File: config.mk
export PLATFORM = sky130hd
export DESIGN_NAME = ivme_cmd_core
export DESIGN_NICKNAME = d
export VERILOG_FILES = /design/src/rtl/ivme_pkg.sv /design/src/rtl/ivme_cmd_core.sv /design/src/rtl/ivme_vector_table.sv
export SDC_FILE = /design/constraint.sdc
export NUM_CORES = 1
export LEC_CHECK = 0
export ABC_AREA = 1
export BUFFER_PORTS_ARGS = -buffer_cell sky130_fd_sc_hd__buf_2
export CORE_AREA = 2 2 238 240
export DETAILED_ROUTE_END_ITERATION = 10
export DIE_AREA = 0 0 240 242
export MAX_ROUTING_LAYER = met4
export SLEW_MARGIN = 15
export SYNTH_ARGS = -nofsm -noshare
export SYNTH_HDL_FRONTEND = slang
export SYNTH_HIERARCHICAL = 1
export SYNTH_SLANG_ARGS = --single-unit
File: constraint.sdc
create_clock -name clk -period 1.8 [get_ports clk]
set_input_delay 0.18 -clock clk [delete_from_list [all_inputs] [get_ports clk]]
set_output_delay 0.18 -clock clk [all_outputs]
set_load 0.02 [all_outputs]
File: src/rtl/ivme_pkg.sv
// shared constants and carrier types for the handler vector and move event command block
package ivme_pkg;
  localparam int DATA_W = 32;
  localparam int PC_W = 16;
  localparam int FLAG_W = 8;
  localparam int MASK_BYTE_W = 8;
  // instruction numbers handled here
  localparam logic [7:0] OP_DEFINE_VECTOR = 8'h25;
  localparam logic [7:0] OP_RETURN_HANDLER = 8'h26;
  localparam logic [7:0] OP_USER_FIRST = 8'h40;
  localparam logic [7:0] OP_USER_LAST = 8'h47;
  localparam logic [7:0] OP_REACHED_REQ = 8'h8a;
  // reply status codes
  localparam logic [7:0] ST_OK = 8'h64;
  localparam logic [7:0] ST_REACHED = 8'h80;
  // type field value that keeps reporting armed
  localparam logic [7:0] TYPE_PERSIST = 8'h01;
  localparam logic [DATA_W-1:0] USER_REPLY_VALUE = 32'h0000_0000;

  typedef struct packed {
    logic valid;
    logic direct;
    logic [7:0] opcode;
    logic [7:0] typ;
    logic [7:0] motor;
    logic [DATA_W-1:0] value;
  } ivme_cmd_t;

  typedef struct packed {
    logic valid;
    logic [7:0] status;
    logic [7:0] command;
    logic [DATA_W-1:0] value;
  } ivme_reply_t;

  typedef struct packed {
    logic [DATA_W-1:0] accu;
    logic [DATA_W-1:0] xreg;
    logic [FLAG_W-1:0] flags;
    logic [PC_W-1:0] pc;
  } ivme_ctx_t;
endpackage

File: src/rtl/ivme_cmd_core.sv
// handler vector, return from handler, user function and position-reached command decoder
`timescale 1ns/10ps
module ivme_cmd_core
  import ivme_pkg::*;
#(
  parameter int NUM_IRQ = 16,
  parameter int NUM_MOTORS = 3
) (
  input wire logic clk,
  input wire logic rst_n,
  input wire ivme_cmd_t cmd,
  input wire logic irq_take,
  input wire logic [7:0] irq_num,
  input wire ivme_ctx_t cur_ctx,
  input wire logic move_to_position,
  input wire logic [7:0] move_motor,
  input wire logic [NUM_MOTORS-1:0] target_reached,
  output ivme_reply_t reply,
  output logic restore_valid,
  output ivme_ctx_t restore_ctx,
  output logic jump_valid,
  output logic [PC_W-1:0] jump_addr,
  output logic in_handler
);
  typedef struct packed {
    ivme_reply_t reply;
    logic restore_valid;
    logic jump_valid;
    logic [PC_W-1:0] jump_addr;
    ivme_ctx_t saved;
    logic in_handler;
    logic armed;
    logic persist;
    logic [NUM_MOTORS-1:0] mask;
    logic [NUM_MOTORS-1:0] watch;
    logic [NUM_MOTORS-1:0] pend;
  } ivme_core_state_t;

  ivme_core_state_t state_ff;
  ivme_core_state_t nxt_state;
  logic [PC_W-1:0] vec_rd_addr;
  logic vec_wr;
  logic is_define;
  logic is_return;
  logic is_user;
  logic is_req;
  logic take_ok;
  logic [NUM_MOTORS-1:0] reached_now;
  logic [NUM_MOTORS-1:0] move_sel;

  // one-hot motor select, used for both move tracking and its checks
  function automatic logic [NUM_MOTORS-1:0] motor_onehot(input logic [7:0] idx);
    motor_onehot = '0;
    for (int i = 0; i < NUM_MOTORS; i++) begin
      motor_onehot[i] = (idx == 8'(i));
    end
  endfunction

  // opcode decode
  assign is_define = cmd.valid && (cmd.opcode == OP_DEFINE_VECTOR);
  assign is_return = cmd.valid && (cmd.opcode == OP_RETURN_HANDLER);
  assign is_user = cmd.valid && (cmd.opcode >= OP_USER_FIRST) && (cmd.opcode <= OP_USER_LAST);
  // a stored program cannot issue the position-reached request
  assign is_req = cmd.valid && cmd.direct && (cmd.opcode == OP_REACHED_REQ);
  assign vec_wr = is_define;
  // nesting is not supported: one saved context, so a take while in a handler is dropped, not queued
  assign take_ok = irq_take && !state_ff.in_handler;
  assign move_sel = motor_onehot(move_motor);
  assign reached_now = target_reached & state_ff.watch;

  ivme_vector_table #(
    .NUM_IRQ(NUM_IRQ)
  ) u_vectors (
    .clk(clk),
    .rst_n(rst_n),
    .wr_en(vec_wr),
    .wr_idx(cmd.typ),
    .wr_addr(cmd.value[PC_W-1:0]),
    .rd_idx(irq_num),
    .rd_addr(vec_rd_addr)
  );

  // next-state logic for replies, handler context and motion reporting
  always_comb begin
    nxt_state = state_ff;
    nxt_state.reply = '0;
    nxt_state.restore_valid = 1'b0;
    nxt_state.jump_valid = 1'b0;
    // interrupt entry: save context, jump to vector
    if (take_ok) begin
      nxt_state.saved = cur_ctx;
      nxt_state.jump_valid = 1'b1;
      nxt_state.jump_addr = vec_rd_addr;
      nxt_state.in_handler = 1'b1;
    end
    // return from handler hands the saved context back
    if (is_return && state_ff.in_handler) begin
      nxt_state.restore_valid = 1'b1;
      nxt_state.in_handler = 1'b0;
    end
    // position-reached request arms reporting
    if (is_req) begin
      nxt_state.armed = 1'b1;
      nxt_state.mask = cmd.value[NUM_MOTORS-1:0];
      nxt_state.persist = (cmd.typ == TYPE_PERSIST);
    end else if (move_to_position && state_ff.armed) begin
      nxt_state.watch = state_ff.watch | (move_sel & state_ff.mask);
      if (!state_ff.persist) begin
        nxt_state.armed = 1'b0;
      end
    end
    // arrivals stop watching and queue a delayed report
    nxt_state.watch = nxt_state.watch & ~reached_now;
    nxt_state.pend = state_ff.pend | reached_now;
    // immediate replies, direct link only
    if (cmd.valid && cmd.direct && (is_define || is_return || is_user || is_req)) begin
      nxt_state.reply.valid = 1'b1;
      nxt_state.reply.status = ST_OK;
      nxt_state.reply.command = cmd.opcode;
      nxt_state.reply.value = '0;
      if (is_user) begin
        nxt_state.reply.value = USER_REPLY_VALUE;
      end
      if (is_req) begin
        nxt_state.reply.value[NUM_MOTORS-1:0] = cmd.value[NUM_MOTORS-1:0];
      end
    end else if (state_ff.pend != '0) begin
      // delayed report only in a free slot; new arrivals this cycle stay pending
      nxt_state.reply.valid = 1'b1;
      nxt_state.reply.status = ST_REACHED;
      nxt_state.reply.command = OP_REACHED_REQ;
      nxt_state.reply.value = '0;
      nxt_state.reply.value[NUM_MOTORS-1:0] = state_ff.pend;
      nxt_state.pend = reached_now;
    end
  end

  always_ff @(posedge clk) begin
    if (!rst_n) begin
      state_ff <= '0;
    end else begin
      state_ff <= nxt_state;
    end
  end

  // outputs are flop fields
  assign reply = state_ff.reply;
  assign restore_valid = state_ff.restore_valid;
  assign restore_ctx = state_ff.saved;
  assign jump_valid = state_ff.jump_valid;
  assign jump_addr = state_ff.jump_addr;
  assign in_handler = state_ff.in_handler;
endmodule

File: src/rtl/ivme_vector_table.sv
// handler entry address table, one flip-flop word per interrupt number
`timescale 1ns/10ps
module ivme_vector_table
  import ivme_pkg::*;
#(
  parameter int NUM_IRQ = 16
) (
  input wire logic clk,
  input wire logic rst_n,
  input wire logic wr_en,
  input wire logic [7:0] wr_idx,
  input wire logic [PC_W-1:0] wr_addr,
  input wire logic [7:0] rd_idx,
  output logic [PC_W-1:0] rd_addr
);
  typedef struct packed {
    logic [NUM_IRQ-1:0][PC_W-1:0] vec;
  } ivme_vt_state_t;

  ivme_vt_state_t state_ff;
  ivme_vt_state_t nxt_state;

  // a later write to the same index simply overwrites the entry
  always_comb begin
    nxt_state = state_ff;
    for (int i = 0; i < NUM_IRQ; i++) begin
      if (wr_en && (wr_idx == 8'(i))) begin
        nxt_state.vec[i] = wr_addr;
      end
    end
  end

  always_ff @(posedge clk) begin
    if (!rst_n) begin
      state_ff <= '0;
    end else begin
      state_ff <= nxt_state;
    end
  end

  // indices beyond the table read as address zero
  always_comb begin
    rd_addr = '0;
    for (int i = 0; i < NUM_IRQ; i++) begin
      if (rd_idx == 8'(i)) begin
        rd_addr = state_ff.vec[i];
      end
    end
  end
endmodule

======== Word level (Yosys, flattened, before mapping) ========
Cells that the tools add are included.
storage, ports and cells
  output and inout bits ................... 156
  register bits after elaboration ......... 423
  input bits .............................. 169
operators by class
  order comparisons ....................... 2
  reductions and logical operators ........ 38
  bitwise logic cells ..................... 7
  multiplexer cells ....................... 28
  equal/unequal tests ..................... 36
operators by type and width
  kind                number
  $mux 16             16
  $eq 8x4->1 const B  16
  $mux 106            1
  $mux 49             2
  $eq 8x3->1 const B  8
  $eq 8x2->1 const B  5
  $logic_and 1x1->1   26
  $eq 8x1->1 const B  3
  $logic_not 8->1     3
  $eq 8x6->1 const B  2
  $mux 3              5
  $and 3x3->3         3
  $eq 8x8->1 const B  1
  $ge 8x7->1 const B  1
  $le 8x7->1 const B  1
  $or 3x3->3          2
  $mux 1              4
  $reduce_or 2->1     2
  $logic_or 1x1->1    3
  $not 3->3           1
  $reduce_bool 3->1   1
  $ne 2x1->1 const B  1
  $reduce_and 2->1    1
  $reduce_bool 2->1   1
  other kinds (2)     2

======== Logic depth before layout (Yosys ltp) ========
  depth after elaboration ................. 18
  depth in mapped cells ................... 17
  mapped depth without buffers ............ 15

======== Modules after synthesis ========
Netlist, hierarchy kept.
by module, submodules not included
  module             seq. area each (um2)  area each (um2)  times used  cells each
  ivme_vector_table  5,124.9               10,681.5         1           1,434
  ivme_cmd_core      2,642.5               5,863.1          1           750

======== Worst setup path before layout ========
OpenSTA, ideal clock, no wires.
  path kind ............................... input to register
  from .................................... input port cmd[54] (netlist name)
  to ...................................... register u_vectors/state_ff[65] (netlist name)
  stages on the path ...................... 7
  path slack .............................. -62 ps
  arrival time ............................ 1,724 ps
  setup time .............................. 137 ps
  cells stage by stage .................... inv_1 nand2_1 nor4_1 nand3_1 nor4_4 clkbuf_1 a211oi_1
on the way
  longest elaborated chain between the ends .. 3
ends and longest elaborated chain
  what                  RTL line                 RTL
  start, declared       ivme_cmd_core.sv:11      input wire ivme_cmd_t cmd,
  $eq 8x6->1            ivme_cmd_core.sv:60      assign is_define = cmd.valid && (cmd.opcode == OP_DEFINE_VECTOR);
  $logic_and 1x1->1     ivme_cmd_core.sv:60
  named net is_define   ivme_cmd_core.sv:43      logic is_define;
  $logic_and 1x1->1     ivme_vector_table.sv:27  if (wr_en && (wr_idx == 8'(i))) begin
  end signal, assigned  ivme_vector_table.sv:37  state_ff <= nxt_state;
  end, declared         ivme_vector_table.sv:20  ivme_vt_state_t state_ff;
The timed path passes the listed nets, and every way through them passes these cells.
A chain may end at the register's enable or synchronous reset.

======== Final worst setup path ========
  from .................................... input port cmd[47] (netlist name)
  to ...................................... register u_vectors/state_ff[255] (netlist name)
on the way
  longest elaborated chain between the ends .. 2
ends and longest elaborated chain
  what               RTL line
  $eq 8x4->1         ivme_vector_table.sv:27
  $logic_and 1x1->1  ivme_vector_table.sv:27
Every way passes these cells.

==> reports/qor.txt <==
Routed Wire Length -> 52510 um
Min Tclk post-route -> 1.693 ns
Worst slew pin tran -> 0.6690 ns
CTS Buffer Depth -> 3
Switching Power -> 4.834 mW
I/O pins -> 325
Final cell count without fillers -> 3257
Reg2reg setup slack -> 0.18 ns
Comb power frac -> 0.087
Internal -> 15.31 mW
Synth Register Bits -> 388
Initial core utilization -> 0.2969
Largest net degree at the start of global routing -> 71
Max Fclk -> 590.6 MHz
Die area -> 58080 um2
Register share of total power -> 0.440
Routed vias -> 15450
Clk sinks -> 388
Worst Hold End -> restore_ctx[6]
Number of synthesized flops with an enable pin -> 0
Most area-hungry cell type in the Yosys netlist -> dfxtp_1
WL per Instance -> 16.12 um
Hold Violations, Final -> 0
H-tree levels -> 2
Post-synthesis mux area share -> 0
GRT overflow -> 0
Insertion delay to the later sink of the worst-skew pair -> 0.56 ns
Area grow syn2layout -> 28.19%
Max-cap check violation count -> 0
GPL Wtd Cong -> 0.8745
Power density cells -> 950.0 nW/um2
Area fraction of the dominant cell type after synthesis -> 0.4695
Worst path cell trace -> dlygate4sd3_1, nor4_4, buf_12, inv_4, nor3_4, inv_2, nor2_4, buf_4, clkbuf_16, o21ai_0, a21oi_1
Die Span Y -> 242 um
Clock-pin slew on the worst setup and hold paths -> 0.06 ns
Mapped Area -> 16540 um2
Reg-to-Reg Start -> u_vectors/state_ff[22]
WP data required -> 2.29 ns
Inst Count DP -> 3066
Final setup fails -> 0
Initial detailed-routing violation count -> 1111
Layout fillers -> 5600
Crit end category -> flop
HP Class -> in2reg
Synth top cells by count -> 388 x dfxtp_1, 368 x nor2_1, 309 x o21ai_0
Reg2reg end -> jump_addr[6]
Rows -> 87
Pleak -> 8.956 nW
Slowest stage cell, crit path -> dlygate4sd3_1
Synth Area in Simple Gates -> 0.2107
Final Cycle Share -> 0.9407
Crit start category -> primary input
Compound-Gate Fraction of Synth Area -> 0.1869
CP Max Fanout -> 8
VDD IR-drop max -> 0.0005255 V
Critical path class -> in2reg
CTS tree -> built
XOR/XNOR Fraction of Synth Area -> 0
Adder-cell share of the synthesized area -> 0
Synth async-reset ratio -> 0
Worst Hold Depth -> 3
First-pass GRT wire length -> 79270 um
Main combinational cell family by area after synthesis -> simple AND/OR/NAND/NOR gates
Crit path largest cell delay -> 0.59 ns
Count leader, synth -> dfxtp_1
Vias/cell -> 4.744
Switching Fraction -> 0.2400
Number of CTS-inserted buffers -> 42
Placeable Area -> 55730 um2
Max_slew headroom -> 0.5535
Vias in the first global route -> 14650
Final HPWL DP -> 35700 um
Cell variety after synth -> 34
Synth warn -> 6
Hold_ws -> 0.007694 ns
Final worst slack -> 0.1068 ns
Nets@finish -> 2630
Post-Syn Area per Cell -> 7.575 um2
Setup WS pre-CTS -> -0.6347 ns
Main area contributors after synthesis -> dfxtp_1 47%, o21ai_0 9.3%, nor2_1 8.3%
DRC errors left -> 0
Antenna violations before repair -> 8
Status -> complete, no violations
Crit path DAT -> 2.19 ns
Power share of the clock group -> 0.473
Antenna violation net count after detailed routing -> 0
Share of layout cells above drive strength 1 -> 0.2141
Post-synthesis cell count -> 2184
Post-synthesis sequential area ratio -> 0.4695
Max Clock Skew -> 0.02307 ns
All-Layer GR Usage -> 0.1748
Root buf cell -> clkbuf_16
Fin. max-slew vios -> 0
Drt pass-1 iters -> 5
Dominant synthesized flop cell -> dfxtp_1
Worst r2r path cells -> 12
# port buffers -> 267
HP Start -> cur_ctx[6]
DIE WIDTH -> 240 um
-- stage by stage --
stage	utilization	power [mW]	instance area [um2]	TNS (ns)
floorplan	-	10.19	16670	0
global placement	0.3314	10.60	18470	-54.94
detailed placement	0.3314	10.62	18470	-69.26
CTS	0.3768	20.35	21000	0
global route	0.3805	20.85	21210	-0.002386
finish	0.3805	20.15	21210	0
-- cell families after synthesis --
| group | Yosys count |
|---|---|
| AO/OA/AOI/OAI | 591 |
| buffers and inverters | 411 |
| flip-flops | 388 |
| other | 1 |
| AND/OR/NAND/NOR | 793 |
-- worst max-delay path, delay by kind of cell --
family                 cells  cell delay [ns]
AND/OR/NAND/NOR            3             0.52
buffers and inverters      6             1.26
AO/OA/AOI/OAI              2             0.21
-- worst max path at each step --
stage,start,end,slack [ns],cells past startpoint
after global placement,irq_num[7],jump_addr[6],-0.59,17
after floorplan,cmd[54],u_vectors/state_ff[65],0.06,7
after CTS,u_vectors/state_ff[22],jump_addr[6],0.03,12
after detailed placement,irq_num[7],jump_addr[6],-0.63,17
after global routing,cmd[57],u_vectors/state_ff[175],-0.002,13
final,cmd[47],u_vectors/state_ff[255],0.11,11
-- placed cells by master, fill, tap and decap left out, types with 3 or more instances in the layout --
master / Yosys / final
diode_2: 0 / 7
clkbuf_1: 90 / 7
a211oi_1: 48 / 48
o21ai_0: 309 / 306
inv_2: 11 / 10
clkinv_2: 0 / 7
bufinv_16: 0 / 9
a21oi_1: 225 / 225
conb_1: 1 / 34
nor3_4: 0 / 3
buf_2: 48 / 265
buf_12: 0 / 30
or2_2: 6 / 6
clkbuf_8: 0 / 5
nor2_4: 3 / 5
and2_1: 7 / 7
nor3_2: 6 / 3
nor3_1: 7 / 7
nor2_2: 22 / 22
dfxtp_1: 388 / 388
nor2_1: 368 / 366
inv_1: 103 / 102
dlygate4sd3_1: 0 / 100
buf_4: 158 / 96
nand4_1: 55 / 55
or2_0: 3 / 3
clkinvlp_4: 0 / 4
nor4_4: 2 / 3
o21ai_1: 5 / 8
nand2_4: 3 / 3
nand2_2: 4 / 5
nand3_1: 66 / 65
nand2_1: 234 / 233
clkbuf_16: 0 / 46
-- area by class of cell --
cell class	instances	area (um2)	share of cell area
diodes	7	17.52	0.0008260
clock buffers	55	1171	0.05522
clock inverters	22	356.6	0.01681
inverters	115	435.4	0.02053
multi-input cells	1418	6768	0.3191
flip-flops and latches	388	7767	0.3663
well taps	756	945.9	0.04460
repair buffers	496	3746	0.1766
-- timing repair --
item	4_1_cts	5_1_grt
endpoints found under the hold margin	126	0
gates cloned	0	4
endpoints found under the setup margin	1	148
pin swaps	0	3
hold buffers	100	0
buffers inserted	0	4
resized for setup	1	12
-- power by group through the flow --
stage / Combinational, mW / Sequential, mW / Clock [mW]
after floorplan: 1.16 / 9.03 / 0
after global placement: 1.55 / 9.05 / 0
after detailed placement: 1.56 / 9.06 / 0
after CTS: 1.74 / 8.87 / 9.74
after global routing: 1.90 / 8.89 / 10.1
final: 1.75 / 8.87 / 9.52
-- per-layer routing --
layer / GRT usage / vias up / wire length (um) / share of wire
li1: - / 7617 / - / -
met1: 0.2176 / 7183 / 23130 / 0.44
met2: 0.2848 / 565 / 24150 / 0.46
met3: 0.03031 / 87 / 3812 / 0.073
met4: 0.05974 / 0 / 1420 / 0.027
met5: - / - / 0 / 0
-- state kept, by name (all words and copies together) (netlist names) --
| signal | cells |
|---|---|
| reply | 14 |
| in_handler | 1 |
| u_vectors/state_ff | 256 |
| state_ff | 11 |
| restore_valid | 1 |
| jump_addr | 16 |
| restore_ctx | 88 |
| jump_valid | 1 |
No activity file was read; power rests on OpenSTA's default activity.
